--- config.mk ---
export PLATFORM = sky130hd
export DESIGN_NAME = dgn_error_ctrl
export DESIGN_NICKNAME = d
export VERILOG_FILES = /design/src/logic/dgn_pkg.sv /design/src/logic/dgn_sync.sv /design/src/logic/dgn_code_sel.sv /design/src/logic/dgn_error_ctrl.sv
export VERILOG_INCLUDE_DIRS = /design/src /design/src/logic
export SDC_FILE = /design/constraint.sdc
export NUM_CORES = 1
export LEC_CHECK = 0
export ABC_AREA = 0
export ABC_CLOCK_PERIOD_IN_PS = 2520
export BUFFER_PORTS_ARGS = -buffer_cell sky130_fd_sc_hd__clkbuf_2
export CORE_AREA = 10 10 111 113
export DETAILED_ROUTE_END_ITERATION = 10
export DIE_AREA = 0 0 121 123
export GPL_TIMING_DRIVEN = 0
export HOLD_SLACK_MARGIN = 0.12
export PLACE_DENSITY = 0.8
export SLEW_MARGIN = 20
export SYNTH_ARGS = -nofsm -noshare
export SYNTH_HDL_FRONTEND = slang
export SYNTH_HIERARCHICAL = 1
export SYNTH_SLANG_ARGS = --single-unit
--- constraint.sdc ---
create_clock -name clock_i -period 2.52 [get_ports clock_i]
set_input_delay 0.378 -clock clock_i [delete_from_list [all_inputs] [get_ports clock_i]]
set_output_delay 0.378 -clock clock_i [all_outputs]
set_load 0.005 [all_outputs]
--- src/logic/dgn_defines.svh ---
// register offsets, field positions, codes and reset values of the diagnosis block
`ifndef DGN_DEFINES_SVH
`define DGN_DEFINES_SVH
`define DGN_OFS_MASKED 8'h62
`define DGN_OFS_FLAGS 8'h64
`define DGN_OFS_STATUS 8'h66
`define DGN_OFS_ENABLE 8'h74
`define DGN_RST_REG 16'h0000
// error flag bit positions
`define DGN_B_SIG 0
`define DGN_B_DRV 7
`define DGN_B_EXC 8
`define DGN_B_INL 9
`define DGN_B_INH 10
`define DGN_B_ECC 11
`define DGN_B_AU 12
`define DGN_B_V5 13
`define DGN_B_LCC 14
// enable register bit positions
`define DGN_B_POST_LOGIC 0
`define DGN_B_POST_ROM 11
`define DGN_B_POST_RAM 14
`define DGN_B_CYC_DIS 15
// self-test status layout: done in 5:0, fail in 13:8
`define DGN_B_FAIL 8
`define DGN_B_EE_FAIL 11
`define DGN_B_AU_FAIL 12
`define DGN_B_CROM_FAIL 13
// which flag bits come from analog detectors and which from local logic
`define DGN_AFE_MASK 16'h279e
`define DGN_DIG_MASK 16'h4860
// bits that take part in masking: bit 0 always on, 11/14/15 never
`define DGN_MASK_FORCE_ON 16'h0001
`define DGN_MASK_FORCE_OFF 16'hc800
// codes
`define DGN_FAST_ERR 12'hffa
`define DGN_SLOW_FYY 12'hf00
`define DGN_SLOW_EXC 12'ha00
`define DGN_SLOW_INP 12'ha01
`define DGN_SLOW_EECYC 12'ha02
`define DGN_SLOW_AU 12'ha03
`define DGN_SLOW_INIT 12'h003
`define DGN_SLOW_NONE 12'h000
`define DGN_ALERT 8'h07
`define DGN_ALERT_CMDLESS 8'h0f
`endif

--- src/logic/dgn_pkg.sv ---
// types shared by the diagnosis and error control block
package dgn_pkg;
  typedef enum logic [1:0] {DGN_OPM, DGN_CFM, DGN_DGM} dgn_mode_e;
  typedef enum logic [2:0] {
    ST_LOAD, ST_START, ST_WAIT, ST_EEFAIL, ST_RESET, ST_RUN
  } dgn_state_e;
  // register port request
  typedef struct packed {
    logic wr;
    logic rd;
    logic [7:0] addr;
    logic [15:0] wdata;
  } dgn_reg_req_s;
  // self-test engine results: logic, rom, ram, eeprom, arith, cyclic rom
  typedef struct packed {
    logic [5:0] done;
    logic [5:0] fail;
  } dgn_test_res_s;
endpackage : dgn_pkg

--- src/logic/dgn_sync.sv ---
// two-stage synchroniser for asynchronous detector levels
`timescale 1ns/1ps
module dgn_sync #(
  parameter int W = 16
) (
  input wire logic clock_i,
  input wire logic rstn_i,
  input wire logic [W-1:0] async_i,
  output logic [W-1:0] sync_o
);
  logic [W-1:0] meta_q;
  // first stage feeds only the second
  always_ff @(posedge clock_i) begin
    if (!rstn_i) begin
      meta_q <= '0;
      sync_o <= '0;
    end else begin
      meta_q <= async_i;
      sync_o <= meta_q;
    end
  end
endmodule : dgn_sync

--- src/logic/dgn_code_sel.sv ---
// slow-channel diagnostic code selection by priority
`timescale 1ns/1ps
`include "dgn_defines.svh"
module dgn_code_sel
  import dgn_pkg::*;
(
  input wire logic clock_i,
  input wire logic rstn_i,
  input wire logic [15:0] masked_i,
  input wire logic ee_post_fail_i,
  input wire logic ee_cyc_fail_i,
  output logic [11:0] code_o
);
  logic [11:0] code_d;
  // init error first, then the 0xFyy group, then the single codes
  always_comb begin
    code_d = `DGN_SLOW_NONE;
    if (ee_post_fail_i) begin
      code_d = `DGN_SLOW_INIT;
    end else if (|masked_i[7:0]) begin
      code_d = `DGN_SLOW_FYY | {4'h0, masked_i[7:0]};
    end else if (masked_i[`DGN_B_EXC]) begin
      code_d = `DGN_SLOW_EXC;
    end else if (masked_i[`DGN_B_INL] || masked_i[`DGN_B_INH]) begin
      code_d = `DGN_SLOW_INP;
    end else if (ee_cyc_fail_i) begin
      code_d = `DGN_SLOW_EECYC;
    end else if (masked_i[`DGN_B_AU]) begin
      code_d = `DGN_SLOW_AU;
    end
  end
  always_ff @(posedge clock_i) begin
    if (!rstn_i) begin
      code_o <= `DGN_SLOW_NONE;
    end else begin
      code_o <= code_d;
    end
  end
endmodule : dgn_code_sel

--- src/logic/dgn_error_ctrl.sv ---
// diagnosis and error control: flags, masking, power-on tests, output fault handling
`timescale 1ns/1ps
`include "dgn_defines.svh"
module dgn_error_ctrl
  import dgn_pkg::*;
(
  input wire logic clock_i,
  input wire logic rstn_i,
  input wire dgn_reg_req_s reg_req_i,
  output logic [15:0] reg_rdata_o,
  output logic reg_ack_o,
  input wire logic [15:0] ee_enable_i,
  input wire dgn_mode_e mode_i,
  input wire logic bist_cmd_i,
  input wire dgn_test_res_s test_res_i,
  output logic [5:0] test_start_o,
  output logic cyclic_run_o,
  input wire logic [15:0] afe_err_i,
  input wire logic [15:0] dig_err_i,
  input wire logic slow_code_sent_i,
  output logic sys_reset_o,
  output logic post_busy_o,
  output logic pin_drive_en_o,
  output logic pin_force_high_o,
  output logic nibble_err_o,
  output logic fast_err_o,
  output logic [11:0] fast_code_o,
  output logic [11:0] slow_code_o,
  input wire logic cmdless_i,
  output logic alert_o,
  output logic [7:0] alert_byte_o
);
  dgn_state_e state_q;
  logic [1:0] idx_q;
  logic skip_post_q;
  logic ee_post_fail_q;
  logic [15:0] enable_q;
  logic [15:0] flags_q;
  logic [15:0] status_q;
  logic [15:0] afe_s;
  logic [15:0] flags_rd;
  logic [15:0] masked;
  logic [15:0] err_set;
  logic [15:0] st_set;
  logic [5:0] acc_done;
  logic [5:0] acc_fail;
  logic lcc_evt;
  logic opm;
  logic v5_float;
  logic drv_live;
  logic post_fail;

  // reads whether a given power-on test is selected; eeprom always runs
  function automatic logic post_sel(input logic [1:0] i, input logic [15:0] en);
    case (i)
      2'd0: post_sel = en[`DGN_B_POST_LOGIC];
      2'd1: post_sel = en[`DGN_B_POST_ROM];
      2'd2: post_sel = en[`DGN_B_POST_RAM];
      default: post_sel = 1'b1;
    endcase
  endfunction : post_sel

  // analog detector levels are asynchronous to this clock
  dgn_sync #(.W(16)) u_sync (
    .clock_i(clock_i),
    .rstn_i(rstn_i),
    .async_i(afe_err_i & `DGN_AFE_MASK),
    .sync_o(afe_s)
  );

  assign opm = (mode_i == DGN_OPM);
  assign lcc_evt = dig_err_i[`DGN_B_LCC];
  assign drv_live = afe_s[`DGN_B_DRV];

  // results are accepted from engines that may legally run now
  // cyclic results ignored when disabled
  always_comb begin
    acc_done = test_res_i.done;
    acc_fail = test_res_i.fail;
    if (!cyclic_run_o) begin
      acc_done[5] = 1'b0;
      acc_fail[5] = 1'b0;
      if (state_q != ST_RUN || opm) begin
        acc_done[4:3] = test_res_i.done[4:3] & {1'b0, state_q == ST_WAIT};
        acc_fail[4:3] = test_res_i.fail[4:3] & {1'b0, state_q == ST_WAIT};
      end
    end
  end

  // continuous tests only in operation and not disabled
  assign cyclic_run_o = opm && (state_q == ST_RUN) && !enable_q[`DGN_B_CYC_DIS];

  // power-on sequence, soft re-initialisation and self reset
  // power-on and commanded test sequencing
  always_ff @(posedge clock_i) begin
    if (!rstn_i) begin
      state_q <= ST_LOAD;
      idx_q <= 2'd0;
      skip_post_q <= 1'b0;
      ee_post_fail_q <= 1'b0;
      test_start_o <= 6'h00;
    end else begin
      test_start_o <= 6'h00;
      if (lcc_evt) begin
        state_q <= ST_RESET;
        skip_post_q <= 1'b1;
      end else begin
        case (state_q)
          ST_LOAD: begin
            idx_q <= 2'd0;
            ee_post_fail_q <= 1'b0;
            state_q <= skip_post_q ? ST_RUN : ST_START;
            skip_post_q <= 1'b0;
          end
          ST_START: begin
            // selection by enable bits 0, 11, 14
            if (post_sel(idx_q, enable_q)) begin
              test_start_o[idx_q] <= 1'b1;
              state_q <= ST_WAIT;
            end else begin
              idx_q <= idx_q + 2'd1;
            end
          end
          ST_WAIT: begin
            if (test_res_i.done[idx_q]) begin
              if (test_res_i.fail[idx_q] && idx_q == 2'd3) begin
                ee_post_fail_q <= 1'b1;
                state_q <= ST_EEFAIL;
              end else if (test_res_i.fail[idx_q]) begin
                state_q <= ST_RESET;
              end else if (idx_q == 2'd3) begin
                state_q <= ST_RUN;
              end else begin
                idx_q <= idx_q + 2'd1;
                state_q <= ST_START;
              end
            end
          end
          ST_EEFAIL: begin
            if (slow_code_sent_i) begin
              state_q <= ST_RESET;
            end
          end
          ST_RESET: begin
            state_q <= ST_LOAD;
          end
          ST_RUN: begin
            if (bist_cmd_i && !opm) begin
              test_start_o <= 6'h1f;
            end
          end
          default: begin
            state_q <= ST_LOAD;
          end
        endcase
      end
    end
  end

  // self reset pulse, also on flow inconsistency
  assign sys_reset_o = (state_q == ST_RESET);
  assign post_busy_o = (state_q != ST_RUN);
  assign post_fail = (state_q == ST_WAIT) && test_res_i.done[idx_q]
                     && test_res_i.fail[idx_q] && idx_q != 2'd3;

  // enable register loaded from eeprom copy at each initialisation
  always_ff @(posedge clock_i) begin
    if (!rstn_i) begin
      enable_q <= `DGN_RST_REG;
    end else if (state_q == ST_LOAD) begin
      enable_q <= ee_enable_i;
    end else if (reg_req_i.wr && reg_req_i.addr == `DGN_OFS_ENABLE) begin
      enable_q <= reg_req_i.wdata;
    end
  end

  // sticky error flags; bits 0 and 12 are mirrors of status bits
  // correction events accepted in every mode
  assign err_set = (afe_s | (dig_err_i & `DGN_DIG_MASK));
  // write stores, a new event wins over the clear
  always_ff @(posedge clock_i) begin
    if (!rstn_i) begin
      flags_q <= `DGN_RST_REG;
    end else if (reg_req_i.wr && reg_req_i.addr == `DGN_OFS_FLAGS) begin
      flags_q <= reg_req_i.wdata | err_set;
    end else begin
      flags_q <= flags_q | err_set;
    end
  end

  // self-test status: done in 5:0, fail in 13:8
  // done flags, fail flags
  assign st_set = {2'b00, acc_fail, 2'b00, acc_done};
  always_ff @(posedge clock_i) begin
    if (!rstn_i) begin
      status_q <= `DGN_RST_REG;
    end else if (reg_req_i.wr && reg_req_i.addr == `DGN_OFS_STATUS) begin
      status_q <= (reg_req_i.wdata | st_set) & 16'h3f3f;
    end else begin
      status_q <= status_q | st_set;
    end
  end

  always_comb begin
    flags_rd = flags_q;
    flags_rd[15] = 1'b0;
    flags_rd[`DGN_B_SIG] = status_q[`DGN_B_CROM_FAIL] | status_q[`DGN_B_EE_FAIL];
    flags_rd[`DGN_B_AU] = status_q[`DGN_B_AU_FAIL];
  end

  // masking uses the enables; bit 0 is always active
  assign masked = flags_rd & ((enable_q | `DGN_MASK_FORCE_ON) & ~`DGN_MASK_FORCE_OFF);

  // register reads answer one cycle later; unmapped reads give zero
  always_ff @(posedge clock_i) begin
    if (!rstn_i) begin
      reg_rdata_o <= 16'h0000;
      reg_ack_o <= 1'b0;
    end else begin
      reg_ack_o <= reg_req_i.rd | reg_req_i.wr;
      case (reg_req_i.addr)
        `DGN_OFS_MASKED: reg_rdata_o <= masked;
        `DGN_OFS_FLAGS: reg_rdata_o <= flags_rd;
        `DGN_OFS_STATUS: reg_rdata_o <= status_q;
        `DGN_OFS_ENABLE: reg_rdata_o <= enable_q;
        default: reg_rdata_o <= 16'h0000;
      endcase
    end
  end

  // live supply fault floats the pin, released at once
  assign v5_float = afe_s[`DGN_B_V5] && enable_q[`DGN_B_V5];
  // pin floats during power-on tests and their repeats
  always_ff @(posedge clock_i) begin
    if (!rstn_i) begin
      pin_drive_en_o <= 1'b0;
      pin_force_high_o <= 1'b0;
    end else begin
      pin_drive_en_o <= (state_q == ST_RUN || state_q == ST_EEFAIL) && !v5_float;
      pin_force_high_o <= 1'b0;
    end
  end

  // status nibble and fast channel; supply bit handled by floating the pin
  // nibble error from masked code
  // 4090 while the driver fault is live
  // latched driver flag alone leaves fast data valid
  always_ff @(posedge clock_i) begin
    if (!rstn_i) begin
      nibble_err_o <= 1'b0;
      fast_err_o <= 1'b0;
    end else begin
      nibble_err_o <= (|(masked & 16'h1f7f)) || (drv_live && enable_q[`DGN_B_DRV])
                      || ee_post_fail_q;
      fast_err_o <= (|(masked & 16'h1f7f)) || (drv_live && enable_q[`DGN_B_DRV])
                    || ee_post_fail_q;
    end
  end
  assign fast_code_o = `DGN_FAST_ERR;

  // slow code priority, 0xFyy bit 0 from cyclic rom
  dgn_code_sel u_code (
    .clock_i(clock_i),
    .rstn_i(rstn_i),
    .masked_i(masked & {16{opm}} & ~{15'h0000, !status_q[`DGN_B_CROM_FAIL]}),
    .ee_post_fail_i(ee_post_fail_q),
    .ee_cyc_fail_i(opm && status_q[`DGN_B_EE_FAIL]),
    .code_o(slow_code_o)
  );

  // alert for command answers in operation
  // get-signal alert, command-less variant
  always_ff @(posedge clock_i) begin
    if (!rstn_i) begin
      alert_o <= 1'b0;
      alert_byte_o <= 8'h00;
    end else begin
      alert_o <= opm && (|masked);
      alert_byte_o <= cmdless_i ? `DGN_ALERT_CMDLESS : `DGN_ALERT;
    end
  end

  // checks
  logic [11:0] ref_slow;
  assign ref_slow = `DGN_SLOW_FYY | 12'h080;
  a_flow_reset: assert property (@(posedge clock_i) disable iff (!rstn_i)
    lcc_evt |=> sys_reset_o ##1 (state_q == ST_LOAD) ##1 (state_q == ST_RUN))
    else $error("flow error did not reset without tests");
  a_flow_flag: assert property (@(posedge clock_i) disable iff (!rstn_i)
    lcc_evt && !reg_req_i.wr |=> flags_q[`DGN_B_LCC])
    else $error("flow error flag not set");
  a_post_reset: assert property (@(posedge clock_i) disable iff (!rstn_i)
    post_fail |=> sys_reset_o ##1 !sys_reset_o)
    else $error("power-on failure without reset pulse");
  a_pin_float: assert property (@(posedge clock_i) disable iff (!rstn_i)
    post_busy_o && state_q != ST_EEFAIL |=> !pin_drive_en_o)
    else $error("pin driven during power-on tests");
  a_supply_float: assert property (@(posedge clock_i) disable iff (!rstn_i)
    v5_float |=> !pin_drive_en_o)
    else $error("pin driven during supply fault");
  a_driver_fast: assert property (@(posedge clock_i) disable iff (!rstn_i)
    drv_live && enable_q[`DGN_B_DRV] |=> fast_err_o && nibble_err_o)
    else $error("driver fault not sent as 4090");
  a_driver_slow: assert property (@(posedge clock_i) disable iff (!rstn_i)
    opm && masked == 16'h0080 && !ee_post_fail_q |=> slow_code_o == ref_slow)
    else $error("driver fault slow code wrong");
  a_masked_and: assert property (@(posedge clock_i) disable iff (!rstn_i)
    (masked & ~enable_q & 16'hfffe) == 16'h0000)
    else $error("masked code holds a disabled bit");
  a_cyclic_off: assert property (@(posedge clock_i) disable iff (!rstn_i)
    enable_q[`DGN_B_CYC_DIS] |-> !cyclic_run_o)
    else $error("cyclic tests run while disabled");
  a_sticky_flag: assert property (@(posedge clock_i) disable iff (!rstn_i)
    $rose(flags_q[`DGN_B_V5]) && !reg_req_i.wr |=> flags_q[`DGN_B_V5] [*2])
    else $error("supply flag not sticky");
  a_alert_byte: assert property (@(posedge clock_i) disable iff (!rstn_i)
    cmdless_i |=> alert_byte_o == 8'h0f)
    else $error("command-less alert byte wrong");
endmodule : dgn_error_ctrl

==> parameters.txt, run 1 <==
Parameter                              Value

Finish
  Core utilization of the finished layout ... 60.2%
  Most frequent cells in the layout ... clkbuf_2 (120), dfxtp_1 (111), nor2_1 (54)
  Layout overhead on the synthesized area ... 21.5%
  Footprint of the flip-flops and latches ... about 2200 um2
  Ratio of cells with drive above 1 in the final layout ... a little under a third
  Number of fill cells in the layout ... 907
  Final #Nets ... 796
  Area used by multi-input combinational logic ... 2490 um2
  Ant. Diodes ... 0
  Most common library cell in the layout ignoring fill and taps ... clkbuf_2

STA
  Endpoints failing hold ... 0
  Clock skew after layout ... 0.0166 ns
  Sum of negative setup slack ... 0 ns
  Min Hold Slack ... between 0.15 and 0.2 ns
  Fin crit share ... 93.2%
  Slew Limit Headroom ... 39.5%
  Actual slew at the worst max-slew pin ... ~0.9 ns
  Clock period minus worst slack ... 2.35 ns
  Setup-failing EPs final ... 0
  Achievable frequency ... between 400 and 500 MHz
  Setup repair after global routing missed its margin ... no
  Final slew viol count ... 0

Floorplanning
  Die area ... roughly 15,000 um2
  Die extent in x ... 121 um
  Die H ... about 120 um
  Area of the core ... 10,100 um2
  Number of rows created at floorplan ... 37
  Starting density of the core ... ~50%
  IO Count ... 156

Clock tree
  Clock latency reported for the late side of the worst-skew pair ... 0.39 ns
  TritonCTS clock tree ... yes
  Clock Pin Slew Worst Setup and Hold Paths ... between 0.1 and 0.15 ns
  Root buffer selected by CTS ... clkbuf_8
  Maximum root-to-sink buffer count ... 2
  Sinks on Clock Net ... 111
  Number of H-tree levels ... 3
  TritonCTS buffer count ... 9

Detailed routing
  Final routed wirelength across all metal layers ... 15,100 um
  Routed length per placed instance ... 18.1 um
  Count of antenna-violating nets left after detailed routing ... 0
  Remaining DRCs ... 0
  Avg Vias per Cell ... around 5.4
  Detailed router's first-iteration violation count ... roughly 440
  Number of detailed-routing iterations run before antenna repair ... 5
  Via total after detailed routing ... 4,480

Worst setup path
  Crit path cell chain ... clkbuf_4 -> mux4_2 -> ha_1 -> o21ai_0 -> nand2_1 -> a31oi_1 -> a211oi_1 -> a31o_2
  Worst Path Max Fanout ... 8
  Crit Path Category ... flop to flop
  Crit path capture type ... flop
  Crit path DAT ... 2.63 ns
  Crit path largest cell delay ... 0.56 ns
  R2R setup slack ... 0.17 ns
  Critical Path Start Type ... flop
  Critical path data required time ... between 2 and 3 ns
  Top cell family by delay on the critical path ... compound AO/OA/AOI/OAI gates
  Buf+Inv Stages, Crit Path ... 1
  CP max stage cell ... mux4_2

Global routing
  Overall fraction of global-route tracks in use ... 19.9%
  Vias in the first global route ... 4,564
  Met2 track demand over resource in global routing ... roughly a third
  Routing usage on met1 ... 23.4%
  GR peak layer ... met2
  First-pass GRT wire length ... 23,600 um
  Met3 Track Usage GR ... 6.24%
  Grt ovf ... 0
  Initial antenna violation count ... 0
  Pin count of the biggest net entering global routing ... 21

Power and ir drop
  Power per Cell Area ... 605 nW/um2
  Peak VDD IR ... 0.000311 V
  Leakage ... 2.73 nW

Min path
  Hold crit path type ... input pin to flop

Place
  Weighted congestion at the end of routability-driven global placement ... 0.930
  Post-detail-place hpwl ... ~12,000 um
  IO Port Bufs ... 116

Synth
  Summed instance area of the synthesized netlist ... around 5000 um2
  Average size of a mapped cell ... just over 9 um2
  Yosys warning total ... 6
  Synthesized instance count ... 549

Outcome
  Run status ... finished clean

Job
  Reported max-cap violation count ... 0
## path summary, 6_finish.rpt
check,end,start,cells past startpoint
min reg2reg,flags_q[8],u_sync/sync_o[8],2
max reg2reg,idx_q[1],idx_q[0],8
min,alert_byte_o[3],cmdless_i,2
max,idx_q[1],idx_q[0],8
## state kept, by name (all words and copies together) (netlist names), 3 cells and up
name,flops
reg_rdata_o,16
status_q,12
u_code/code_o,10
enable_q,16
u_sync/sync_o,13
flags_q,13
state_q,3
u_sync/meta_q,13
test_start_o,5
## through the flow
step | cells | power, W | setup slack [ns] | instance area, um2
6_report | 837 | 0.00370 | 0.172 | 6100
5_1_grt | 837 | 0.00384 | 0.00622 | 6100
4_1_cts | 837 | 0.00370 | 0.131 | 6090
3_5_place_dp | 821 | 0.00248 | 0.209 | 5850
3_3_place_gp | 821 | 0.00247 | 0.244 | 5850
2_1_floorplan | 569 | 0.00229 | 0.427 | 5100
## worst reg2reg max path: cells and delay by family, from the launching register on
| family | cells | cell delay [ns] |
|---|---|---|
| multiplexers | 1 | 0.56 |
| AO/OA/AOI/OAI | 4 | 0.73 |
| flip-flops | 1 | 0.42 |
| buffers and inverters | 1 | 0.23 |
| adder cells (fa/ha/maj) | 1 | 0.23 |
| AND/OR/NAND/NOR | 1 | 0.08 |
## what timing repair did
| action | 4_1_cts | 5_1_grt |
|---|---|---|
| resized for setup | 1 | 4 |
| endpoints found under the setup margin | 1 | 2 |
| buffers inserted | 0 | 0 |
| hold buffers | 0 | 0 |
| endpoints found under the hold margin | 0 | 0 |
## where the power goes
| group | leakage, nW | total, W | switching, W | internal [W] |
|---|---|---|---|---|
| sequential | 0.911 | 0.00192 | 0.0000716 | 0.00184 |
| clock | 0.119 | 0.00124 | 0.000651 | 0.000584 |
| combinational | 1.70 | 0.000544 | 0.000299 | 0.000246 |
| total | 2.73 | 0.00370 | 0.00102 | 0.00267 |
## metal layers
metal  vias up  part of all wire [%]
li1       2153                     -
met1      2055                    40
met5         -                     0
met3        41                    11
met4         0                   3.6
met2       231                    45
## layout make-up
cell class	count	area share [%]
buffer	53	5.37
sequential	111	36.4
multi-input combinational	385	40.8
clock inverter	7	1.87
clock buffer	9	2.03
tap	136	2.79
timing repair buffer	116	9.51
inverter	20	1.23
Note: power is estimated with default switching activity, not from simulation.
==> run 2, diff against run 1 <==
--- a/config.mk
+++ b/config.mk
@@ -9,9 +9,9 @@
 export ABC_AREA = 0
 export ABC_CLOCK_PERIOD_IN_PS = 2520
 export BUFFER_PORTS_ARGS = -buffer_cell sky130_fd_sc_hd__clkbuf_2
-export CORE_AREA = 10 10 111 113
+export CORE_AREA = 2 2 103 105
 export DETAILED_ROUTE_END_ITERATION = 10
-export DIE_AREA = 0 0 121 123
+export DIE_AREA = 0 0 105 107
 export GPL_TIMING_DRIVEN = 0
 export HOLD_SLACK_MARGIN = 0.12
 export PLACE_DENSITY = 0.8
==> run 2 against run 1 <==
Clock skew increased by 0.0018 ns. Sequential share of layout area increased by 0.24 points. Combinational power decreased by 0.7%. Die area decreased by 25%. Setup slack about the same. Global-route usage increased by 4.9 points. Power decreased by 3.8%. Fmax about the same.
==> parameters.txt, run 2 (synthesis results as in run 1) <==
Parameter                              Value

Worst setup path
  Crit path capture type ... flop
  R2R depth ... 8
  Crit Path Category ... flop to flop
  Start of the worst register-to-register path ... idx_q[0]
  Endpoint of the most critical register-to-register path ... idx_q[1]
  Crit path largest cell delay ... between 0.5 and 0.6 ns
  Crit path DAT ... 2.64 ns
  Worst Path Max Fanout ... 8
  Crit path cell chain ... buf_2 -> mux4_2 -> ha_1 -> o21ai_0 -> nand2_1 -> a31oi_1 -> a211oi_1 -> a31o_2
  Critical Path Start Type ... flop
  R2R setup slack ... 0.17 ns
  CP max stage cell ... mux4_2
  Critical path data required time ... 2.81 ns

Finish
  Ant. Diodes ... 0
  Largest registers ... enable_q: 16 flops, reg_rdata_o: 16 flops
  Most frequent cells in the layout ... clkbuf_2 (119), dfxtp_1 (111), nor2_1 (54)
  Post-route cell area ... 6060 um2
  Layout overhead on the synthesized area ... 20.7%
  Most common library cell in the layout ignoring fill and taps ... clkbuf_2
  Ratio of cells with drive above 1 in the final layout ... 31.4%
  Number of fill cells in the layout ... 900
  Final #Nets ... 796

STA
  Final setup margin ... 0.171 ns
  Sum of negative setup slack ... 0 ns
  Slew Limit Headroom ... 40.5%
  Setup-failing EPs final ... 0
  Achievable frequency ... 426 MHz
  Setup repair after global routing missed its margin ... no
  Clock skew after layout ... 0.0184 ns
  Final slew viol count ... 0
  Fin crit share ... 93.2%
  Endpoints failing hold ... 0
  Actual slew at the worst max-slew pin ... 0.888 ns
  Clock period minus worst slack ... 2.35 ns

Global routing
  Initial antenna violation count ... 0
  Grt ovf ... 0
  Overall fraction of global-route tracks in use ... approximately a quarter
  Pin count of the biggest net entering global routing ... 21
  Vias in the first global route ... about 4,300
  First-pass GRT wire length ... 21,600 um

Place
  Post-detail-place hpwl ... approximately 11,000 um
  IO Port Bufs ... 116
  Pre-CTS WS ... around 0.22 ns
  Cell area reported after detailed placement ... 5850 um2
  Weighted congestion at the end of routability-driven global placement ... 0.969

Power and ir drop
  Power per Cell Area ... between 500 and 600 nW/um2
  Peak VDD IR ... 0.000316 V
  Leakage ... 2.72 nW

Detailed routing
  Count of antenna-violating nets left after detailed routing ... 0
  Avg Vias per Cell ... about 5.4
  Top metal layer carrying routed signals ... met4
  Routed length per placed instance ... 16.4 um
  Met3 Routed Length ... 1150 um
  Remaining DRCs ... 0
  Number of detailed-routing iterations run before antenna repair ... 5
  Final routed wirelength across all metal layers ... ~14,000 um
  Routed metal-1 wirelength ... 5950 um
  Detailed router's first-iteration violation count ... 460
  Routed wire length on met2 ... about 6100 um
  Via total after detailed routing ... between 4,000 and 5,000

Clock tree
  Clock latency reported for the late side of the worst-skew pair ... 0.39 ns
  Maximum root-to-sink buffer count ... 2
  Root buffer selected by CTS ... clkbuf_8
  TritonCTS clock tree ... yes
  Number of H-tree levels ... 3
  TritonCTS buffer count ... 9
  Sinks on Clock Net ... 111
  Clock Pin Slew Worst Setup and Hold Paths ... 0.11 ns
  Count of hold buffers inserted by post-cts repair ... 0

Outcome
  Run status ... finished clean

Floorplanning
  Die extent in x ... roughly 110 um
  Number of rows created at floorplan ... 37
  Die H ... about 110 um
  Die area ... about 11,000 um2
  Area of the core ... 10,100 um2
  Starting density of the core ... 49.8%
  IO Count ... roughly 160

Min path
  Hold-critical path depth ... 2
  End of the worst hold path ... alert_byte_o[3]
  Worst Hold Launch ... cmdless_i
  Hold crit path type ... input pin to flop

Job
  Reported max-cap violation count ... 0
run 2: final cells by class:
cell class | count | area [um2] | area share, %
Timing Repair Buffer | 116 | 581 | 9.57
Tap cell | 136 | 170 | 2.81
Buffer | 53 | 324 | 5.34
Multi-Input combinational cell | 385 | 2480 | 41.0
Sequential cell | 111 | 2220 | 36.6
Clock inverter | 5 | 56.3 | 0.928
Clock buffer | 11 | 151 | 2.50
Inverter | 20 | 75.1 | 1.24
run 2: metal layers:
metal / track usage (%) / up-vias
met1: 33.2 / 2078
met5: 0 / -
li1: - / 2153
met4: 10.4 / 0
met2: 39.3 / 248
met3: 4.98 / 45
run 2: worst max path at each step:
stage	from	end	slack, ns	cells after the start
2_1_floorplan	idx_q[0]	idx_q[1]	0.43	8
3_3_place_gp	idx_q[0]	idx_q[1]	0.24	8
3_5_place_dp	idx_q[0]	idx_q[1]	0.22	8
4_1_cts	state_q[2]	cyclic_run_o	0.12	4
5_1_grt	idx_q[0]	idx_q[1]	0.06	8
6_report	idx_q[0]	idx_q[1]	0.17	8
run 2: critical path: cells and delay by family, from the launching register on:
kind	cells	cell delay, ns
compound gates	4	0.73
mux	1	0.57
flops	1	0.41
buf+inv	1	0.25
fa+ha+maj	1	0.22
simple gates	1	0.08
run 2: what timing repair did:
item | in CTS | in global routing
buffers inserted | 0 | 0
resized for setup | 0 | 1
setup endpoints to repair | 0 | 1
run 2: stage by stage:
step / util [%] / power (W) / cells / hold slack (ns)
6_report: 60.1 / 0.00355 / 837 / 0.189
5_1_grt: 60.1 / 0.00370 / 837 / 0.177
4_1_cts: 60.0 / 0.00356 / 837 / 0.189
3_5_place_dp: 58.0 / 0.00248 / 821 / 0.419
3_3_place_gp: 58.0 / 0.00246 / 821 / 0.414
2_1_floorplan: - / 0.00229 / 569 / 0.406
run 2: where the power goes:
part / switching (W) / total [W] / internal, W
combinational: 0.000295 / 0.000540 / 0.000245
clock: 0.000657 / 0.00110 / 0.000444
sequential: 0.0000688 / 0.00191 / 0.00184
